$ cat src/inc/rlk_pkg.sv
// constants and types shared by the remote link status design
// assumes a single 250 MHz clock and an active low async reset
package rlk_pkg;

  // clock and line timing
  localparam int CLK_HZ = 250_000_000;
  localparam int DEF_BAUD = 57_600;
  localparam int DEF_BIT_CYC = CLK_HZ / DEF_BAUD;
  localparam int CYC_PER_US = CLK_HZ / 1_000_000;
  localparam int REPLY_TMO_US = 2000;
  localparam int REPLY_TMO_CYC = REPLY_TMO_US * CYC_PER_US;
  localparam int RCV_TMO_US = 20000;
  localparam int RCV_TMO_CYC = RCV_TMO_US * CYC_PER_US;

  // parity selection, odd after reset
  localparam logic [1:0] PAR_ODD = 2'h0;
  localparam logic [1:0] PAR_EVEN = 2'h1;
  localparam logic [1:0] PAR_NONE = 2'h2;

  // driver status byte fields
  localparam int ST_XFER = 0;
  localparam int ST_RPAR = 3;
  localparam int ST_ROK = 4;
  localparam int ST_LINK = 5;
  localparam int ST_LOCAL = 6;
  localparam int ST_BEAT = 7;
  localparam logic [7:0] ST_RST = 8'h00;

  // receiver reply status byte fields
  localparam int RS_RPAR = 0;
  localparam int RS_ROK = 1;

  // serial framer states
  typedef enum logic [2:0] {
    RLK_IDLE = 3'b000,
    RLK_START = 3'b001,
    RLK_DATA = 3'b010,
    RLK_PAR = 3'b011,
    RLK_STOP = 3'b100
  } rlk_bit_t;

  // driver scan states
  typedef enum logic [1:0] {
    RLK_D_IDLE = 2'b00,
    RLK_D_TX0 = 2'b01,
    RLK_D_TX1 = 2'b10,
    RLK_D_WAIT = 2'b11
  } rlk_drv_t;

  // receiver frame states
  typedef enum logic [1:0] {
    RLK_R_RX0 = 2'b00,
    RLK_R_RX1 = 2'b01,
    RLK_R_TX0 = 2'b10,
    RLK_R_TX1 = 2'b11
  } rlk_rcv_t;

endpackage

$ cat src/rtl/rlk_serial.sv
// one serial byte framer: start, 8 data lsb first, optional parity, stop
// assumes bit_cyc of at least 2 and rx_line synchronous to clk
module rlk_serial (
  // clock and reset
  input wire logic clk,
  input wire logic rstn,
  // line settings
  input wire logic [15:0] bit_cyc,
  input wire logic [1:0] par_mode,
  // transmit side
  input wire logic [7:0] tx_data,
  input wire logic tx_valid,
  output logic tx_ready,
  output logic tx_line,
  // receive side
  input wire logic rx_line,
  output logic [7:0] rx_data,
  output logic rx_valid,
  output logic rx_err
);

  rlk_pkg::rlk_bit_t tst_ff, nxt_tst, rst_ff, nxt_rst;
  logic [15:0] tcnt_ff, nxt_tcnt, rcnt_ff, nxt_rcnt;
  logic [2:0] tidx_ff, nxt_tidx, ridx_ff, nxt_ridx;
  logic [7:0] tsh_ff, nxt_tsh, rsh_ff, nxt_rsh, rdata_ff, nxt_rdata;
  logic tpar_ff, nxt_tpar, tline_ff, nxt_tline;
  logic rpe_ff, nxt_rpe, rval_ff, nxt_rval, rerr_ff, nxt_rerr;
  logic par_on, par_odd;

  assign par_on = (par_mode == rlk_pkg::PAR_ODD) ||
                  (par_mode == rlk_pkg::PAR_EVEN);
  assign par_odd = (par_mode == rlk_pkg::PAR_ODD);
  assign tx_ready = (tst_ff == rlk_pkg::RLK_IDLE);
  assign tx_line = tline_ff;
  assign rx_data = rdata_ff;
  assign rx_valid = rval_ff;
  assign rx_err = rerr_ff;

  ////////////////////////////////////////////////////////////////////////
  // transmit framer
  always_comb begin
    nxt_tst = tst_ff;
    nxt_tcnt = tcnt_ff;
    nxt_tidx = tidx_ff;
    nxt_tsh = tsh_ff;
    nxt_tpar = tpar_ff;
    nxt_tline = tline_ff;
    if (tst_ff != rlk_pkg::RLK_IDLE) begin
      nxt_tcnt = (tcnt_ff == 16'h0) ? bit_cyc - 16'h1 : tcnt_ff - 16'h1;
    end
    unique case (tst_ff)
      rlk_pkg::RLK_IDLE: if (tx_valid) begin
        nxt_tst = rlk_pkg::RLK_START;
        nxt_tline = 1'b0;
        nxt_tcnt = bit_cyc - 16'h1;
        nxt_tsh = tx_data;
        nxt_tpar = (^tx_data) ^ par_odd;
      end
      rlk_pkg::RLK_START: if (tcnt_ff == 16'h0) begin
        nxt_tst = rlk_pkg::RLK_DATA;
        nxt_tline = tsh_ff[0];
        nxt_tsh = {1'b0, tsh_ff[7:1]};
        nxt_tidx = 3'h0;
      end
      rlk_pkg::RLK_DATA: if (tcnt_ff == 16'h0) begin
        if (tidx_ff == 3'h7) begin
          nxt_tst = par_on ? rlk_pkg::RLK_PAR : rlk_pkg::RLK_STOP;
          nxt_tline = par_on ? tpar_ff : 1'b1;
        end else begin
          nxt_tidx = tidx_ff + 3'h1;
          nxt_tline = tsh_ff[0];
          nxt_tsh = {1'b0, tsh_ff[7:1]};
        end
      end
      rlk_pkg::RLK_PAR: if (tcnt_ff == 16'h0) begin
        nxt_tst = rlk_pkg::RLK_STOP;
        nxt_tline = 1'b1;
      end
      rlk_pkg::RLK_STOP: if (tcnt_ff == 16'h0) begin
        nxt_tst = rlk_pkg::RLK_IDLE;
      end
      default: nxt_tst = rlk_pkg::RLK_IDLE;
    endcase
  end

  // transmit registers, line idles high
  always_ff @(posedge clk or negedge rstn) begin
    if (!rstn) begin
      tst_ff <= rlk_pkg::RLK_IDLE;
      tcnt_ff <= 16'h0;
      tidx_ff <= 3'h0;
      tsh_ff <= 8'h00;
      tpar_ff <= 1'b0;
      tline_ff <= 1'b1;
    end else begin
      tst_ff <= nxt_tst;
      tcnt_ff <= nxt_tcnt;
      tidx_ff <= nxt_tidx;
      tsh_ff <= nxt_tsh;
      tpar_ff <= nxt_tpar;
      tline_ff <= nxt_tline;
    end
  end

  ////////////////////////////////////////////////////////////////////////
  // receive framer, samples mid bit and checks parity and stop
  always_comb begin
    nxt_rst = rst_ff;
    nxt_rcnt = rcnt_ff;
    nxt_ridx = ridx_ff;
    nxt_rsh = rsh_ff;
    nxt_rdata = rdata_ff;
    nxt_rpe = rpe_ff;
    nxt_rval = 1'b0;
    nxt_rerr = 1'b0;
    if (rst_ff != rlk_pkg::RLK_IDLE) begin
      nxt_rcnt = (rcnt_ff == 16'h0) ? bit_cyc - 16'h1 : rcnt_ff - 16'h1;
    end
    unique case (rst_ff)
      rlk_pkg::RLK_IDLE: if (!rx_line) begin
        nxt_rst = rlk_pkg::RLK_START;
        nxt_rcnt = {1'b0, bit_cyc[15:1]};
        nxt_rpe = 1'b0;
      end
      rlk_pkg::RLK_START: if (rcnt_ff == 16'h0) begin
        nxt_rst = rx_line ? rlk_pkg::RLK_IDLE : rlk_pkg::RLK_DATA;
        nxt_ridx = 3'h0;
      end
      rlk_pkg::RLK_DATA: if (rcnt_ff == 16'h0) begin
        nxt_rsh = {rx_line, rsh_ff[7:1]};
        nxt_ridx = ridx_ff + 3'h1;
        if (ridx_ff == 3'h7) begin
          nxt_rst = par_on ? rlk_pkg::RLK_PAR : rlk_pkg::RLK_STOP;
        end
      end
      rlk_pkg::RLK_PAR: if (rcnt_ff == 16'h0) begin
        nxt_rst = rlk_pkg::RLK_STOP;
        nxt_rpe = ((^rsh_ff) ^ rx_line) != par_odd;
      end
      rlk_pkg::RLK_STOP: if (rcnt_ff == 16'h0) begin
        nxt_rst = rlk_pkg::RLK_IDLE;
        if (rx_line && !rpe_ff) begin
          nxt_rdata = rsh_ff;
          nxt_rval = 1'b1;
        end else begin
          nxt_rerr = 1'b1;
        end
      end
      default: nxt_rst = rlk_pkg::RLK_IDLE;
    endcase
  end

  // receive registers
  always_ff @(posedge clk or negedge rstn) begin
    if (!rstn) begin
      rst_ff <= rlk_pkg::RLK_IDLE;
      rcnt_ff <= 16'h0;
      ridx_ff <= 3'h0;
      rsh_ff <= 8'h00;
      rdata_ff <= 8'h00;
      rpe_ff <= 1'b0;
      rval_ff <= 1'b0;
      rerr_ff <= 1'b0;
    end else begin
      rst_ff <= nxt_rst;
      rcnt_ff <= nxt_rcnt;
      ridx_ff <= nxt_ridx;
      rsh_ff <= nxt_rsh;
      rdata_ff <= nxt_rdata;
      rpe_ff <= nxt_rpe;
      rval_ff <= nxt_rval;
      rerr_ff <= nxt_rerr;
    end
  end

endmodule

$ cat src/rtl/rlk_link_status.sv
// both ends of the remote link: driver status byte and receiver station
// assumes the bench joins drv_ser_out/rcv_ser_in and rcv_ser_out/drv_ser_in
// Summary of operation
// - driver faceplate lamps are status bits 3 to 6, same flops
// - driver local ok follows absence of internal driver fault
// - driver link ok set by good reply, cleared on error or timeout
// - driver remote ok copies receiver reported remote health
// - remote parity error clears bit and stops controller unless run
// - both ends use matching baud and odd, even or no parity
// - receiver local ok drops on link failure or block mismatch
// - receiver link ok set by valid frame, cleared on failure
// - receiver remote ok drops on illegal block, loose cable, supply
// - receiver parity ok drops on station parity error
// - receiver deserializes outputs, serializes inputs, checks frames
// - halt on failures by default; receiver clears outputs on failure unless rcv_hold_outputs is set
// - heartbeat toggles per good scan, frozen if bits 3-6 not all one
// - transfer bit toggles with each new input byte
module rlk_link_status #(
  parameter int BIT_CYC = rlk_pkg::DEF_BIT_CYC,
  parameter int REPLY_TMO_CYC = rlk_pkg::REPLY_TMO_CYC,
  parameter int RCV_TMO_CYC = rlk_pkg::RCV_TMO_CYC
) (
  // clock and reset
  input wire logic clk,
  input wire logic rstn,
  // driver options
  input wire logic [1:0] drv_par_mode,
  input wire logic drv_baud_user,
  input wire logic [15:0] drv_user_bit_cyc,
  input wire logic drv_run_on_comm,
  input wire logic drv_run_on_par,
  input wire logic [2:0] drv_block,
  // driver controller side
  input wire logic drv_scan,
  input wire logic [7:0] drv_out_data,
  input wire logic drv_fault,
  output logic [7:0] drv_in_data,
  output logic [7:0] drv_status,
  output logic [3:0] drv_led,
  output logic drv_halt,
  // driver serial line
  input wire logic drv_ser_in,
  output logic drv_ser_out,
  // receiver options
  input wire logic [1:0] rcv_par_mode,
  input wire logic rcv_baud_user,
  input wire logic [15:0] rcv_user_bit_cyc,
  input wire logic rcv_hold_outputs,
  input wire logic [2:0] rcv_block,
  input wire logic rcv_big_block,
  // receiver station side
  input wire logic [7:0] rcv_in_data,
  input wire logic rcv_bp_perr,
  input wire logic rcv_loose_conn,
  input wire logic rcv_supply_fail,
  output logic [7:0] rcv_out_data,
  output logic [3:0] rcv_led,
  // receiver serial line
  input wire logic rcv_ser_in,
  output logic rcv_ser_out
);

  rlk_pkg::rlk_drv_t dst_ff, nxt_dst;
  rlk_pkg::rlk_rcv_t rst_ff, nxt_rst;
  logic [23:0] dtmo_ff, nxt_dtmo, rtmo_ff, nxt_rtmo;
  logic [7:0] dst_b0_ff, nxt_dst_b0, din_ff, nxt_din, dstat_ff, nxt_dstat;
  logic [7:0] rb0_ff, nxt_rb0, rout_ff, nxt_rout, rin_ff, nxt_rin;
  logic [3:0] rled_ff, nxt_rled;
  logic dridx_ff, nxt_dridx, dhalt_ff, nxt_dhalt;
  logic rlink_ff, nxt_rlink, rmis_ff, nxt_rmis, rperr_ff, nxt_rperr;
  logic [7:0] d_txd, r_txd, d_rxd, r_rxd;
  logic d_txv, d_txr, d_rxv, d_rxe, r_txv, r_txr, r_rxv, r_rxe;
  logic r_fail, r_good, r_match, r_rem_ok;
  logic [15:0] d_bit, r_bit;

  assign drv_in_data = din_ff;
  assign drv_status = dstat_ff;
  assign drv_led = dstat_ff[rlk_pkg::ST_LOCAL:rlk_pkg::ST_RPAR];
  assign drv_halt = dhalt_ff;
  assign rcv_out_data = rout_ff;
  assign rcv_led = rled_ff;

  // per end baud selection, documented rate unless user rate chosen
  assign d_bit = drv_baud_user ? drv_user_bit_cyc : 16'(BIT_CYC);
  assign r_bit = rcv_baud_user ? rcv_user_bit_cyc : 16'(BIT_CYC);

  ////////////////////////////////////////////////////////////////////////
  // driver end framer
  rlk_serial u_drv_ser (
    .clk(clk), .rstn(rstn), .bit_cyc(d_bit), .par_mode(drv_par_mode),
    .tx_data(d_txd), .tx_valid(d_txv), .tx_ready(d_txr),
    .tx_line(drv_ser_out), .rx_line(drv_ser_in), .rx_data(d_rxd),
    .rx_valid(d_rxv), .rx_err(d_rxe)
  );

  // driver scan: send block and outputs, collect inputs and status
  always_comb begin
    nxt_dst = dst_ff;
    nxt_dtmo = dtmo_ff;
    nxt_dst_b0 = dst_b0_ff;
    nxt_dridx = dridx_ff;
    nxt_din = din_ff;
    nxt_dstat = dstat_ff;
    d_txv = 1'b0;
    d_txd = {5'h00, drv_block};
    unique case (dst_ff)
      rlk_pkg::RLK_D_IDLE: if (drv_scan) nxt_dst = rlk_pkg::RLK_D_TX0;
      rlk_pkg::RLK_D_TX0: begin
        d_txv = 1'b1;
        if (d_txr) nxt_dst = rlk_pkg::RLK_D_TX1;
      end
      rlk_pkg::RLK_D_TX1: begin
        d_txv = 1'b1;
        d_txd = drv_out_data;
        nxt_dtmo = 24'h0;
        nxt_dridx = 1'b0;
        if (d_txr) nxt_dst = rlk_pkg::RLK_D_WAIT;
      end
      rlk_pkg::RLK_D_WAIT: begin
        nxt_dtmo = dtmo_ff + 24'h1;
        if (d_rxe || dtmo_ff == 24'(REPLY_TMO_CYC - 1)) begin
          nxt_dstat[rlk_pkg::ST_LINK] = 1'b0;
          nxt_dst = rlk_pkg::RLK_D_IDLE;
        end else if (d_rxv && !dridx_ff) begin
          nxt_dst_b0 = d_rxd;
          nxt_dridx = 1'b1;
        end else if (d_rxv) begin
          nxt_din = dst_b0_ff;
          nxt_dstat[rlk_pkg::ST_XFER] = ~dstat_ff[rlk_pkg::ST_XFER];
          nxt_dstat[rlk_pkg::ST_LINK] = 1'b1;
          nxt_dstat[rlk_pkg::ST_ROK] = d_rxd[rlk_pkg::RS_ROK];
          nxt_dstat[rlk_pkg::ST_RPAR] = d_rxd[rlk_pkg::RS_RPAR];
          nxt_dst = rlk_pkg::RLK_D_IDLE;
        end
      end
    endcase
    nxt_dstat[rlk_pkg::ST_LOCAL] = !drv_fault;
    if (nxt_dst == rlk_pkg::RLK_D_IDLE && dst_ff == rlk_pkg::RLK_D_WAIT &&
        nxt_dstat[rlk_pkg::ST_LOCAL:rlk_pkg::ST_RPAR] == 4'hF) begin
      nxt_dstat[rlk_pkg::ST_BEAT] = ~dstat_ff[rlk_pkg::ST_BEAT];
    end
    // halt request from the flags as they stand
    nxt_dhalt = (!dstat_ff[rlk_pkg::ST_LINK] && !drv_run_on_comm) ||
                (!dstat_ff[rlk_pkg::ST_RPAR] && !drv_run_on_par);
  end

  // driver registers
  always_ff @(posedge clk or negedge rstn) begin
    if (!rstn) begin
      dst_ff <= rlk_pkg::RLK_D_IDLE;
      dtmo_ff <= 24'h0;
      dst_b0_ff <= 8'h00;
      dridx_ff <= 1'b0;
      din_ff <= 8'h00;
      dstat_ff <= rlk_pkg::ST_RST;
      dhalt_ff <= 1'b0;
    end else begin
      dst_ff <= nxt_dst;
      dtmo_ff <= nxt_dtmo;
      dst_b0_ff <= nxt_dst_b0;
      dridx_ff <= nxt_dridx;
      din_ff <= nxt_din;
      dstat_ff <= nxt_dstat;
      dhalt_ff <= nxt_dhalt;
    end
  end

  ////////////////////////////////////////////////////////////////////////
  // receiver end framer
  rlk_serial u_rcv_ser (
    .clk(clk), .rstn(rstn), .bit_cyc(r_bit), .par_mode(rcv_par_mode),
    .tx_data(r_txd), .tx_valid(r_txv), .tx_ready(r_txr),
    .tx_line(rcv_ser_out), .rx_line(rcv_ser_in), .rx_data(r_rxd),
    .rx_valid(r_rxv), .rx_err(r_rxe)
  );

  // receiver failure, match and health terms
  assign r_fail = r_rxe || (rtmo_ff == 24'(RCV_TMO_CYC - 1));
  assign r_good = r_rxv && !r_fail && rst_ff == rlk_pkg::RLK_R_RX1;
  assign r_match = (rb0_ff == {5'h00, rcv_block});
  assign r_rem_ok = !(rcv_big_block && rcv_block[2]) &&
                    !rcv_loose_conn && !rcv_supply_fail;

  // receiver frame handling and station outputs
  always_comb begin
    nxt_rst = rst_ff;
    nxt_rb0 = rb0_ff;
    nxt_rout = rout_ff;
    nxt_rin = rin_ff;
    nxt_rlink = rlink_ff;
    nxt_rmis = rmis_ff;
    nxt_rtmo = (r_rxv || r_fail) ? 24'h0 : rtmo_ff + 24'h1;
    r_txv = 1'b0;
    r_txd = rin_ff;
    unique case (rst_ff)
      rlk_pkg::RLK_R_RX0: if (r_rxv && !r_fail) begin
        nxt_rb0 = r_rxd;
        nxt_rst = rlk_pkg::RLK_R_RX1;
      end
      rlk_pkg::RLK_R_RX1: if (r_good) begin
        nxt_rlink = 1'b1;
        nxt_rmis = !r_match;
        if (r_match) nxt_rout = r_rxd;
        nxt_rin = rcv_in_data;
        nxt_rst = rlk_pkg::RLK_R_TX0;
      end
      rlk_pkg::RLK_R_TX0: begin
        r_txv = 1'b1;
        if (r_txr) nxt_rst = rlk_pkg::RLK_R_TX1;
      end
      rlk_pkg::RLK_R_TX1: begin
        r_txv = 1'b1;
        r_txd = {6'h00, r_rem_ok, !rperr_ff};
        if (r_txr) nxt_rst = rlk_pkg::RLK_R_RX0;
      end
    endcase
    if (r_fail) begin
      nxt_rlink = 1'b0;
      if (rst_ff == rlk_pkg::RLK_R_RX1) nxt_rst = rlk_pkg::RLK_R_RX0;
      if (!rcv_hold_outputs) nxt_rout = 8'h00;
    end
    // station parity error wins over the clear by a good frame
    nxt_rperr = rcv_bp_perr || (rperr_ff && !r_good);
    nxt_rled = {nxt_rlink && !nxt_rmis, nxt_rlink, r_rem_ok, !nxt_rperr};
  end

  // receiver registers
  always_ff @(posedge clk or negedge rstn) begin
    if (!rstn) begin
      rst_ff <= rlk_pkg::RLK_R_RX0;
      rtmo_ff <= 24'h0;
      rb0_ff <= 8'h00;
      rout_ff <= 8'h00;
      rin_ff <= 8'h00;
      rlink_ff <= 1'b0;
      rmis_ff <= 1'b0;
      rperr_ff <= 1'b0;
      rled_ff <= 4'h0;
    end else begin
      rst_ff <= nxt_rst;
      rtmo_ff <= nxt_rtmo;
      rb0_ff <= nxt_rb0;
      rout_ff <= nxt_rout;
      rin_ff <= nxt_rin;
      rlink_ff <= nxt_rlink;
      rmis_ff <= nxt_rmis;
      rperr_ff <= nxt_rperr;
      rled_ff <= nxt_rled;
    end
  end

  ////////////////////////////////////////////////////////////////////////
  // checks
  a_local_fault: assert property (@(posedge clk) disable iff (!rstn)
    $rose(drv_fault) |=> !drv_led[3]) else $error("local ok kept on fault");
  a_link_err: assert property (@(posedge clk) disable iff (!rstn)
    (dst_ff == rlk_pkg::RLK_D_WAIT && d_rxe) |=>
    !drv_led[2] && dst_ff == rlk_pkg::RLK_D_IDLE)
    else $error("link ok kept after reply error");
  a_remote_copy: assert property (@(posedge clk) disable iff (!rstn)
    (dst_ff == rlk_pkg::RLK_D_WAIT && d_rxv && dridx_ff && !d_rxe &&
     dtmo_ff != 24'(REPLY_TMO_CYC - 1))
    |=> drv_led[1] == $past(d_rxd[1])) else $error("remote ok not copied");
  a_par_halt: assert property (@(posedge clk) disable iff (!rstn)
    (!drv_led[0] && !drv_run_on_par) |=> drv_halt)
    else $error("no halt on remote parity error");
  a_beat_freeze: assert property (@(posedge clk) disable iff (!rstn)
    $changed(drv_status[7]) |-> drv_led == 4'hF)
    else $error("heartbeat moved with a bad status bit");
  a_xfer_toggle: assert property (@(posedge clk) disable iff (!rstn)
    $changed(drv_status[0]) |-> $past(dst_ff) == rlk_pkg::RLK_D_WAIT &&
    dst_ff == rlk_pkg::RLK_D_IDLE) else $error("transfer bit out of scan");
  a_outs_off: assert property (@(posedge clk) disable iff (!rstn)
    (r_fail && !rcv_hold_outputs) |=> rcv_out_data == 8'h00)
    else $error("outputs not cleared on link failure");
  a_rcv_link: assert property (@(posedge clk) disable iff (!rstn)
    r_fail |=> !rcv_led[3] && !rcv_led[2]) else $error("receiver ok kept");
  a_rcv_par: assert property (@(posedge clk) disable iff (!rstn)
    rcv_bp_perr |=> !rcv_led[0]) else $error("parity ok kept on error");
  a_rcv_remote: assert property (@(posedge clk) disable iff (!rstn)
    (rcv_loose_conn || rcv_supply_fail) |=> !rcv_led[1])
    else $error("remote ok kept on station fault");
  a_rcv_deser: assert property (@(posedge clk) disable iff (!rstn)
    (r_good && r_match) |=> rcv_out_data == $past(r_rxd) ##1 r_txv)
    else $error("output byte not delivered");

endmodule

$ cat config.mk
export PLATFORM = sky130hd
export DESIGN_NAME = rlk_link_status
export DESIGN_NICKNAME = d
export VERILOG_FILES = /design/src/inc/rlk_pkg.sv /design/src/rtl/rlk_serial.sv /design/src/rtl/rlk_link_status.sv
export SDC_FILE = /design/constraint.sdc
export NUM_CORES = 1
export LEC_CHECK = 0
export ABC_CLOCK_PERIOD_IN_PS = 3400
export BUFFER_PORTS_ARGS = -buffer_cell sky130_fd_sc_hd__buf_2
export CORE_UTILIZATION = 61
export CTS_CLUSTER_DIAMETER = 150
export CTS_CLUSTER_SIZE = 28
export DETAILED_ROUTE_END_ITERATION = 10
export MAX_ROUTING_LAYER = met4
export PLACE_DENSITY = 0.81
export SLEW_MARGIN = 20
export SYNTH_ARGS = -nofsm -noshare
export SYNTH_HDL_FRONTEND = slang
export SYNTH_SLANG_ARGS = --single-unit
$ cat constraint.sdc
create_clock -name clk -period 3.4 [get_ports clk]
set_clock_uncertainty 0.15 [all_clocks]
set_input_delay 0.34 -clock clk [delete_from_list [all_inputs] [get_ports clk]]
set_output_delay 0.34 -clock clk [all_outputs]
set_load 0.02 [all_outputs]
==> summary.txt, run 1 <==
Synth
  • Cell variety after synth: 74
  • Mapped cell area: 0.0142 sq mm
  • Avg Inst Size Synth: 8.96 sq um
  • Synth Warn #: 0
  • Cells after Synth: 1,585
  • Post-synth EDFFs: 0
  • Async set or reset register ratio after synthesis: 100%
  • Seq cells post-synth: 252
  • Sequential fraction of the synthesis area: 44.4%
  • Ys flop type: dfrtp_1

Clock tree
  • Root Buffer: clkbuf_16
  • CTS Buffer Depth: 3
  • Clk_lat worst skew: 0.49 ns
  • CTS tree: built
  • Clock Sinks: 252
  • Total CTS buffers: 12
  • H-tree levels: 1
  • Gates resized, CTS repair: 0
  • Clock transition at path regs: 0.12 ns

STA
  • Final hold slack: 0.0470 ns
  • Final setup fails: 0
  • Maximum clock rate: 341 MHz
  • RSZ-0062 raised after global routing: false
  • Tmin final: 2.93 ns
  • Worst-Margin Slew: 1.02 ns
  • Final-report max-slew violation count: 0
  • Worst rel slew slack: 32.2%
  • Final hold vios: 0
  • Setup TNS: 0 ns
  • Final Cycle Share: 86.2%

Global route
  • Total GRT Usage: 29.8%
  • Gr ovfl total: 0
  • Vias in the first global route: 11,700
  • First-pass GRT wire length: 57,000 um
  • Pin count of the biggest net entering global routing: 70
  • Initial antenna violation count: 0

Setup path
  • Delay-heaviest family, CP: simple AND/OR/NAND/NOR gates
  • Slowest stage delay, CP: 0.60 ns
  • Reg2reg path depth: 6
  • Worst EP arrival: 3.21 ns
  • Setup crit end: u_drv_ser.tx_line
  • CP max stage cell: or3_1
  • Kind of critical path: reg -> reg
  • Reg-to-reg startpoint: u_drv_ser.tcnt_ff[10]
  • CP Depth: 6
  • CP Max Fanout: 13
  • Critical path cell sequence: or4_4 -> or3_1 -> or3_1 -> o21ai_0 -> a21oi_1 -> a41oi_1
  • Crit path capture type: flip-flop
  • Worst endpoint required time: 3.68 ns
  • Crit-path most repeated cell: or3_1
  • Bufs and invs on worst path: 0
  • Worst R2R Setup Slack: 0.47 ns
  • CP startpoint kind: flip-flop
  • Worst setup path startpoint: u_drv_ser.tcnt_ff[10]
  • Worst R2R End: u_drv_ser.tx_line

Layout
  • Area of the multi-input gates: 0.00746 sq mm
  • Layout cells sized above 1: 13.2%
  • Synthesis-to-finish area growth: 9.18%
  • Register area: 0.00631 sq mm
  • Design area: 0.0155 sq mm
  • Filler cells: 1,796
  • Nets: 1,767
  • Antenna Cells: 0

Pwr
  • Total power: 0.00729 W
  • Power per cell area: 470 mW/mm^2
  • Leak: 6.92 nW
  • VDD IR-drop max: 0.384 mV

Route
  • DRT Pass-1 Iters: 5
  • Number of nets with antenna violations after routing: 0
  • Initial DRC Count: 777
  • Uppermost routed layer: met4
  • Met3 wire len: 1580 um
  • DR vias: 12,200
  • Wire length on met1: 14,900 um
  • # DRC: 0
  • Drt total wl: 34,300 um
  • DR WL/cell: 17.5 um
  • Vias/cell: 6.24
  • Met2 WL post-DR: 16,800 um

Place
  • Post-DP HPWL: 24,600 um
  • Port-buffer cells: 105
  • DP Area: 0.0150 sq mm
  • Routability congestion estimate: 0.970

Worst hold path
  • Hold Path Class: in -> reg

Die
  • Initial Util: 62.6%
  • Core ar.: 0.0227 sq mm
  • I/O pin total: 108
  • Die Y: 155 um
  • Die X-Extent: 155 um
  • # rows: 55
  • Die area: 0.0239 sq mm

Flow run
  • Max-Cap Viols: 0

Run status
  • Outcome: complete, no violations
## placed cells by master, fill, tap and decap left out, types with 23 or more instances in the layout
| master | instances |
|---|---|
| nand4_1 | 23 |
| xor2_1 | 45 |
| xnor2_1 | 54 |
| nand2b_1 | 25 |
| o21ai_0 | 110 |
| a21oi_1 | 91 |
| buf_4 | 23 |
| mux2i_1 | 27 |
| dfrtp_1 | 250 |
| nor3_1 | 43 |
| nor4_1 | 30 |
| buf_2 | 104 |
| nor2_1 | 141 |
| nand2_1 | 230 |
| ha_1 | 24 |
| mux2_2 | 45 |
| nand3_1 | 60 |
| inv_1 | 29 |
## sequential cells by signal, summed over array words and instances, names as in the netlist, 4 cells and up
name / cells
dst_b0_ff: 8
u_drv_ser.tcnt_ff: 16
u_drv_ser.rx_data: 8
rcv_led: 4
dtmo_ff: 24
u_rcv_ser.rx_data: 8
rtmo_ff: 24
rcv_out_data: 8
u_drv_ser.rsh_ff: 8
rin_ff: 8
drv_in_data: 8
u_drv_ser.rcnt_ff: 16
drv_status: 6
rb0_ff: 8
u_rcv_ser.rcnt_ff: 16
u_rcv_ser.tsh_ff: 8
u_rcv_ser.tcnt_ff: 16
u_drv_ser.tsh_ff: 8
u_rcv_ser.rsh_ff: 8
## tightest hold or removal path, delay by kind of cell
kind,cells,cell delay [ns]
compound gates,2,0.19
buf+inv,1,0.13
## layout make-up
type / count / share of cell area, %
Inverter: 32 / 0.775
Clock buffer: 20 / 2.27
Tap cell: 285 / 2.30
Multi-Input combinational cell: 1226 / 48.1
Timing Repair Buffer: 146 / 5.86
Sequential cell: 252 / 40.7
## routing by layer
layer	vias up	GRT usage, %
met5	-	-
met4	0	9.95
met3	72	2.61
met2	367	49.2
met1	5952	38.8
li1	5855	-
## cells by family (layout without fill, tap and decap cells)
group | after synthesis | in the layout | share of synthesized area [%]
other cells | 1 | 2 | 0.0264
fa+ha+maj | 24 | 24 | 2.11
simple gates | 674 | 674 | 23.2
flops | 252 | 252 | 44.4
xor+xnor | 99 | 99 | 6.10
mux | 72 | 72 | 5.47
compound gates | 355 | 355 | 15.5
buf+inv | 108 | 198 | 3.12
## where the power goes
| group | internal, W | switching [W] |
|---|---|---|
| clock network | 0.000723 | 0.000960 |
| logic | 0.000745 | 0.000879 |
| registers | 0.00344 | 0.000542 |
| total | 0.00491 | 0.00238 |
## worst min path at each step
stage / from / end / slack (ns) / cells after the start
floorplan: rstn / dridx_ff / -0.11 / 0
global placement: rstn / u_rcv_ser.tsh_ff[5] / 0.18 / 1
detailed placement: rstn / u_rcv_ser.tsh_ff[5] / 0.18 / 1
CTS: drv_user_bit_cyc[12] / u_drv_ser.rcnt_ff[11] / 0.02 / 3
global route: drv_user_bit_cyc[12] / u_drv_ser.rcnt_ff[11] / 0.04 / 3
finish: drv_user_bit_cyc[12] / u_drv_ser.rcnt_ff[11] / 0.05 / 3
## synth_stat cells, types with 5 or more instances
cell type  instances  area [sq um]
and2_1             6          37.5
and3_1            18           113
nand2b_1          25           156
nor4_1            30           188
buf_4              7          52.6
a221oi_1          16           140
or4_1             18           135
nor3_1            43           215
and4_1             7          61.3
or3_1             22           138
or2_2              8          50.1
o31a_1             5          43.8
a21o_1             7          52.6
mux2_2            45           507
nand3_1           60           300
a31oi_1            9          56.3
nand2_1          230           863
a22o_1             6          52.6
ha_1              24           300
inv_1             29           109
nor2b_1            6          37.5
nor3b_1            5          37.5
o22ai_1           13          81.3
nor2_1           141           529
nor4b_1            7          61.3
dfrtp_1          250          6260
o21ai_1            5          25.0
o21ai_0          111           556
a211oi_1          14           105
clkbuf_1          65           244
mux2i_1           27           270
xor2_1            45           394
a22oi_1           10          75.1
o31ai_1            9          67.6
xnor2_1           54           473
a21oi_1           91           455
o211ai_1          20           150
a21boi_0           5          37.5
nand4_1           23           144
## stage by stage
stage | util [%] | worst slack (ns) | cells
finish | 68.3 | 0.470 | 1961
CTS | 68.3 | 0.461 | 1961
global route | 68.3 | 0.284 | 1961
floorplan | - | 0.684 | 1586
detailed placement | 66.0 | 0.513 | 1925
global placement | 66.0 | 0.622 | 1925
## timing repair
item / CTS / global route
setup buffers: 0 / 0
hold endpoints to repair: 76 / 0
hold buffers: 16 / 0
No activity file was read; power rests on OpenSTA's default activity.
==> run 2, diff against run 1 <==
--- a/config.mk
+++ b/config.mk
@@ -7,12 +7,11 @@
 export LEC_CHECK = 0
 export ABC_CLOCK_PERIOD_IN_PS = 3400
 export BUFFER_PORTS_ARGS = -buffer_cell sky130_fd_sc_hd__buf_2
-export CORE_UTILIZATION = 61
+export CORE_UTILIZATION = 25
 export CTS_CLUSTER_DIAMETER = 150
 export CTS_CLUSTER_SIZE = 28
 export DETAILED_ROUTE_END_ITERATION = 10
 export MAX_ROUTING_LAYER = met4
-export PLACE_DENSITY = 0.81
 export SLEW_MARGIN = 20
 export SYNTH_ARGS = -nofsm -noshare
 export SYNTH_HDL_FRONTEND = slang
==> run 2 against run 1 <==
Non-clock buffer count up 1. Largest power group unchanged. Sequential cell count unchanged. First-iteration DRC count is 14% higher. Final cell count rose by 24%. Largest cell class unchanged. Via count down 1.0%. Power grew 0.40%. Die area up 140%. Utilization is 40 points lower. Clock power grew 2%. Clock-buffer cell count did not move.
==> summary.txt, run 2 (synthesis gave the netlist of run 1 again) <==
Run status
  • Outcome: complete, no violations (unchanged)

STA
  • Final-report max-slew violation count: 0 (unchanged)
  • Final setup fails: 0 (unchanged)
  • Worst-Margin Slew: 1.05 ns (was 1.02 ns)
  • RSZ-0062 raised after global routing: false (unchanged)
  • Final hold vios: 0 (unchanged)
  • Maximum clock rate: 341 MHz (about the same)
  • Final Cycle Share: 86.3% (was 86.2%)
  • Setup TNS: 0 ns (unchanged)
  • Final WS setup: 0.465 ns (was 0.470 ns)
  • Worst rel slew slack: 30.1% (was 32.2%)
  • Tmin final: 2.93 ns (about the same)

Pwr
  • P_sw: 0.00241 W (was 0.00238 W)
  • VDD IR-drop max: 0.294 mV (was 0.384 mV)
  • Leak: 6.92 nW (about the same)
  • Power per cell area: 454 mW/mm^2 (was 470 mW/mm^2)
  • Clock share of power: 23.5% (was 23.1%)
  • Combinational Power Share: 22.1% (was 22.3%)
  • Sequential share of power: 54.3% (was 54.6%)
  • Total power: 0.00732 W (was 0.00729 W)
  • Switching share of power: 32.9% (was 32.7%)
  • Cell Int Power: 0.00491 W (about the same)

Die
  • Core ar.: 0.0563 sq mm (was 0.0227 sq mm)
  • # rows: 87 (was 55)
  • Die area: 0.0578 sq mm (was 0.0239 sq mm)
  • Die Y: 240 um (was 155 um)
  • Initial Util: 25.2% (was 62.6%)
  • Die X-Extent: 240 um (was 155 um)
  • I/O pin total: 108 (unchanged)

Route
  • Drt total wl: 37,700 um (was 34,300 um)
  • Vias/cell: 4.98 (was 6.24)
  • DRT Pass-1 Iters: 5 (unchanged)
  • DR WL/cell: 15.5 um (was 17.5 um)
  • # DRC: 0 (unchanged)
  • DR vias: 12,100 (was 12,200)
  • Initial DRC Count: 887 (was 777)
  • Number of nets with antenna violations after routing: 0 (unchanged)

Clock tree
  • Post-CTS Hold Fix Bufs: 17 (was 16)
  • H-tree levels: 1 (unchanged)
  • Clk_lat worst skew: 0.50 ns (was 0.49 ns)
  • Root Buffer: clkbuf_16 (unchanged)
  • CTS tree: built (unchanged)
  • Clock Sinks: 252 (unchanged)
  • Post-CTS setup buffers: 0 (unchanged)
  • Total CTS buffers: 12 (unchanged)
  • CTS Buffer Depth: 3 (unchanged)
  • Clock transition at path regs: 0.13 ns (was 0.12 ns)
  • Gates resized, CTS repair: 0 (unchanged)

Global route
  • Gr ovfl total: 0 (unchanged)
  • First-pass GRT wire length: 62,000 um (was 57,000 um)
  • Vias in the first global route: 11,900 (was 11,700)
  • Pin count of the biggest net entering global routing: 76 (was 70)
  • Initial antenna violation count: 1 (was 0)
  • Total GRT Usage: 13.5% (was 29.8%)

Layout
  • Register area: 0.00631 sq mm (unchanged)
  • Nets: 1,768 (was 1,767)
  • Layout cells sized above 1: 13.2% (about the same)
  • Largest regs: dtmo_ff x24, rtmo_ff x24 (unchanged)
  • Area of the multi-input gates: 0.00746 sq mm (unchanged)
  • Commonest non-fill, non-tap cell in the layout: dfrtp_1 (unchanged)
  • Most frequent cells in the layout: 250 x dfrtp_1, 230 x nand2_1, 141 x nor2_1 (unchanged)
  • Synthesis-to-finish area growth: 13.4% (was 9.18%)
  • Filler cells: 6,001 (was 1,796)

Setup path
  • CP Max Fanout: 13 (unchanged)
  • Worst EP arrival: 3.18 ns (was 3.21 ns)
  • Worst R2R Setup Slack: 0.47 ns (about the same)
  • Reg2reg path depth: 6 (unchanged)
  • Reg-to-reg startpoint: u_drv_ser.tcnt_ff[4] (was u_drv_ser.tcnt_ff[10])
  • Kind of critical path: reg -> reg (unchanged)
  • CP startpoint kind: flip-flop (unchanged)
  • Slowest stage delay, CP: 0.61 ns (was 0.60 ns)
  • Critical path cell sequence: or3_1 -> or4_1 -> or3_1 -> nand2_1 -> o21ai_0 -> a221oi_1 (was or4_4 -> or3_1 -> or3_1 -> o21ai_0 -> a21oi_1 -> a41oi_1)
  • CP max stage cell: or3_1 (unchanged)
  • Worst endpoint required time: 3.64 ns (was 3.68 ns)
  • Crit path capture type: flip-flop (unchanged)
  • Worst setup path startpoint: u_drv_ser.tcnt_ff[4] (was u_drv_ser.tcnt_ff[10])
  • Crit-path most repeated cell: or3_1 (unchanged)
  • Worst R2R End: u_drv_ser.tcnt_ff[2] (was u_drv_ser.tx_line)

Place
  • Post-DP HPWL: 27,600 um (was 24,600 um)
  • Port-buffer cells: 105 (unchanged)
  • Setup WS pre-CTS: 0.542 ns (was 0.513 ns)
  • Routability congestion estimate: 0.909 (was 0.970)

Worst hold path
  • Hold depth: 3 (unchanged)
  • Hold Path Class: in -> reg (unchanged)
  • WHS Endpoint: u_rcv_ser.rcnt_ff[10] (was u_drv_ser.rcnt_ff[11])
  • Min-delay src: rcv_user_bit_cyc[11] (was drv_user_bit_cyc[12])

Flow run
  • Max-Cap Viols: 0 (unchanged)
## run 2: per-stage QoR
stage	cells	utilization (%)	area [sq um]	hold slack, ns
2_1_floorplan	1586	-	14200	-0.106
3_3_place_gp	2396	27.7	15600	0.195
3_5_place_dp	2396	27.7	15600	0.199
4_1_cts	2433	28.6	16100	0.000341
5_1_grt	2434	28.6	16100	0.0350
6_report	2435	28.6	16100	0.0305
## run 2: routing by layer
layer / track usage [%] / wire length (um) / vias to the layer above
met4: 3.15 / 699 / 0
li1: - / - / 5854
met3: 1.66 / 2070 / 47
met1: 17.8 / 17400 / 5903
met5: - / 0 / -
met2: 22.0 / 17500 / 314
## run 2: how the worst max path moves through the flow
stage / endpoint / slack, ns / cells past startpoint
after detailed placement: u_drv_ser.tcnt_ff[2] / 0.54 / 6
after floorplan: u_drv_ser.tsh_ff[7] / 0.68 / 8
final: u_drv_ser.tcnt_ff[2] / 0.47 / 6
after global routing: u_drv_ser.tcnt_ff[2] / 0.27 / 6
after global placement: u_rcv_ser.tcnt_ff[3] / 0.58 / 6
after CTS: u_rcv_ser.tcnt_ff[3] / 0.50 / 6
## run 2: worst max-delay path: cells and delay by family, from the launching register on
kind	cells	cell delay, ns
AND/OR/NAND/NOR	4	1.80
flip-flops	1	0.44
AO/OA/AOI/OAI	2	0.44
## run 2: power by group through the flow
stage	clock [W]	combinational, W	sequential (W)
finish	0.00172	0.00162	0.00398
global route	0.00190	0.00185	0.00405
CTS	0.00181	0.00162	0.00396
detailed placement	0	0.00160	0.00402
global placement	0	0.00156	0.00400
floorplan	0	0.00119	0.00388
## run 2: cell type report
| type | instances | share of cell area [%] |
|---|---|---|
| Tap cell | 756 | 5.87 |
| Multi-Input combinational cell | 1226 | 46.3 |
| Timing Repair Buffer | 147 | 5.70 |
| Antenna cell | 2 | 0.0311 |
| Inverter | 32 | 0.745 |
| Sequential cell | 252 | 39.2 |
| Clock buffer | 20 | 2.18 |
==> run 3, diff against run 2 <==
--- a/config.mk
+++ b/config.mk
@@ -5,7 +5,7 @@
 export SDC_FILE = /design/constraint.sdc
 export NUM_CORES = 1
 export LEC_CHECK = 0
-export ABC_CLOCK_PERIOD_IN_PS = 3400
+export ABC_CLOCK_PERIOD_IN_PS = 2400
 export BUFFER_PORTS_ARGS = -buffer_cell sky130_fd_sc_hd__buf_2
 export CORE_UTILIZATION = 25
 export CTS_CLUSTER_DIAMETER = 150
==> constraint.sdc (replaced) <==
create_clock -name clk -period 2.4 [get_ports clk]
set_clock_uncertainty 0.15 [all_clocks]
set_input_delay 0.24 -clock clk [delete_from_list [all_inputs] [get_ports clk]]
set_output_delay 0.24 -clock clk [all_outputs]
set_load 0.02 [all_outputs]
==> run 3 against run 2 <==
The run now ends with negative setup slack left. Worst setup slack worse by 0.67 ns. Clock power increased by 41%. Via count grew 7.3%. First-iteration DRC count is 6.8% lower. Sequential power up 37%. Utilization rose by 3.5 points. Fmax is 13% higher.
==> summary.txt, run 3 (synthesis gave the netlist of run 1 again) <==
STA
  • Final WS setup: -0.202 ns (was 0.465 ns)
  • Final hold slack: 0.0137 ns (was 0.0305 ns)
  • RSZ-0062 raised after global routing: true (was false)
  • Worst-Margin Slew: 0.625 ns (was 1.05 ns)
  • Final hold vios: 0 (unchanged)
  • Final Cycle Share: 108% (was 86.3%)
  • Worst rel slew slack: 58.4% (was 30.1%)
  • Tmin final: 2.60 ns (was 2.93 ns)
  • Maximum clock rate: 384 MHz (was 341 MHz)
  • Final-report max-slew violation count: 0 (unchanged)
  • Final setup fails: 49 (was 0)

Setup path
  • Worst setup path startpoint: u_rcv_ser.tcnt_ff[9] (was u_drv_ser.tcnt_ff[4])
  • Reg-to-reg startpoint: u_rcv_ser.tcnt_ff[9] (was u_drv_ser.tcnt_ff[4])
  • Worst R2R Setup Slack: -0.20 ns (was 0.47 ns)
  • Reg2reg path depth: 7 (was 6)
  • CP startpoint kind: flip-flop (unchanged)
  • CP Max Fanout: 4 (was 13)
  • Crit path capture type: flip-flop (unchanged)
  • Worst EP arrival: 2.88 ns (was 3.18 ns)
  • Kind of critical path: reg -> reg (unchanged)
  • Worst endpoint required time: 2.68 ns (was 3.64 ns)
  • Worst R2R End: u_rcv_ser.tidx_ff[1] (was u_drv_ser.tcnt_ff[2])

Die
  • Die Y: 240 um (unchanged)
  • Initial Util: 25.2% (unchanged)
  • Core ar.: 0.0563 sq mm (unchanged)
  • Die X-Extent: 240 um (unchanged)
  • I/O pin total: 108 (unchanged)
  • Die area: 0.0578 sq mm (unchanged)
  • # rows: 87 (unchanged)

Clock tree
  • H-tree levels: 1 (unchanged)
  • Total CTS buffers: 12 (unchanged)
  • Root Buffer: clkbuf_16 (unchanged)
  • Clock transition at path regs: 0.13 ns (about the same)
  • Clock Sinks: 252 (unchanged)
  • Clk_lat worst skew: 0.50 ns (about the same)
  • CTS Buffer Depth: 3 (unchanged)
  • CTS tree: built (unchanged)

Global route
  • Vias in the first global route: 12,500 (was 11,900)
  • Pin count of the biggest net entering global routing: 57 (was 76)
  • First-pass GRT wire length: 65,400 um (was 62,000 um)
  • Total GRT Usage: 14.2% (was 13.5%)
  • Initial antenna violation count: 0 (was 1)
  • Gr ovfl total: 0 (unchanged)

Route
  • Vias/cell: 4.99 (was 4.98)
  • Drt total wl: 40,200 um (was 37,700 um)
  • # DRC: 0 (unchanged)
  • DRT Pass-1 Iters: 5 (unchanged)
  • DR vias: 13,000 (was 12,100)
  • Number of nets with antenna violations after routing: 0 (unchanged)
  • Initial DRC Count: 827 (was 887)
  • DR WL/cell: 15.4 um (was 15.5 um)

Worst hold path
  • Min-delay src: rcv_user_bit_cyc[14] (was rcv_user_bit_cyc[11])
  • WHS Endpoint: u_rcv_ser.rcnt_ff[13] (was u_rcv_ser.rcnt_ff[10])
  • Hold Path Class: in -> reg (unchanged)
  • Hold depth: 3 (unchanged)

Place
  • Setup WS pre-CTS: -0.297 ns (was 0.542 ns)
  • Port-buffer cells: 105 (unchanged)
  • Post-DP HPWL: 29,000 um (was 27,600 um)
  • Routability congestion estimate: 0.909 (about the same)
  • Inst Count DP: 2,530 (was 2,396)

Run status
  • Failing checks: negative setup slack
  • Outcome: complete, but fails checks (was complete, no violations)

Pwr
  • Leak: 7.89 nW (was 6.92 nW)
  • Power per cell area: 619 mW/mm^2 (was 454 mW/mm^2)
  • Total power: 0.0112 W (was 0.00732 W)
  • VDD IR-drop max: 0.501 mV (was 0.294 mV)

Layout
  • Layout cells sized above 1: 25.6% (was 13.2%)
  • Most frequent cells in the layout: 250 x dfrtp_1, 214 x nand2_1, 158 x buf_4 (was 250 x dfrtp_1, 230 x nand2_1, 141 x nor2_1)
  • Synthesis-to-finish area growth: 27.4% (was 13.4%)
  • Commonest non-fill, non-tap cell in the layout: dfrtp_1 (unchanged)
  • Largest regs: dtmo_ff x24, rtmo_ff x24 (unchanged)
  • Final cell count without fillers: 2,607 (was 2,435)
  • Nets: 1,942 (was 1,768)
  • Antenna Cells: 0 (was 2)

Flow run
  • Max-Cap Viols: 0 (unchanged)
[run 3: cell types whose count changed in the layout (fill, tap and decap cells not counted), sizes merged]
cell         previous run  this run
diode                   2         0
a31o                    2         3
buf                   130       283
dlygate4sd3            17        36
or3                    22        23
[run 3: final cells by class]
type	count	area [sq um]
clock buffers	20	352
fillers	5863	38200
inverters	32	120
multi-input cells	1228	8010
flip-flops and latches	252	6310
well taps	756	946
repair buffers	319	2360
[run 3: through the flow]
step           instance area [sq um]  utilization, %  setup TNS (ns)
5_1_grt                        18100            32.2           -8.63
6_report                       18100            32.2           -3.84
3_5_place_dp                   16700            29.8           -8.71
4_1_cts                        17600            31.3           -2.33
2_1_floorplan                  14400               -           -5.46
3_3_place_gp                   16700            29.8           -6.57
[run 3: worst max path at each step]
stage | to | cells after the start
2_1_floorplan | u_drv_ser.tsh_ff[7] | 8
3_3_place_gp | u_drv_ser.tcnt_ff[0] | 7
6_report | u_rcv_ser.tidx_ff[1] | 7
5_1_grt | u_rcv_ser.tidx_ff[1] | 7
4_1_cts | u_drv_ser.tsh_ff[7] | 5
3_5_place_dp | u_drv_ser.tcnt_ff[2] | 6
[run 3: timing repair]
| item | in CTS | in global routing |
|---|---|---|
| buffers inserted | 4 | 15 |
| endpoints found under the setup margin | 63 | 120 |
| cloned | 2 | 1 |
| gates resized for setup | 38 | 97 |
| pin swaps | 16 | 40 |
| hold buffers | 36 | 0 |
| endpoints found under the hold margin | 232 | 0 |
[run 3: worst max-delay path: stages, from the launching register on]
cell and delay [ns]:
dfrtp_1 0.41, or4_4 0.57, or4_4 0.44, or3_4 0.46
buf_12 0.15, nor2_4 0.08, a22o_1 0.13, a22o_1 0.14
[run 3: routing by layer]
| layer | vias up | track usage [%] | share of wire [%] |
|---|---|---|---|
| met2 | 373 | 23.4 | 48 |
| met5 | - | - | 0 |
| met1 | 6373 | 18.6 | 45 |
| met3 | 49 | 1.58 | 5.0 |
| met4 | 0 | 3.30 | 1.9 |
| li1 | 6207 | - | - |
[run 3: power by group]
| part | switching (W) | total, W | internal [W] | leakage [nW] |
|---|---|---|---|---|
| registers | 0.000587 | 0.00546 | 0.00487 | 3.25 |
| clock network | 0.00141 | 0.00243 | 0.00103 | 0.168 |
| logic | 0.00169 | 0.00331 | 0.00162 | 4.48 |
| total | 0.00368 | 0.0112 | 0.00752 | 7.89 |
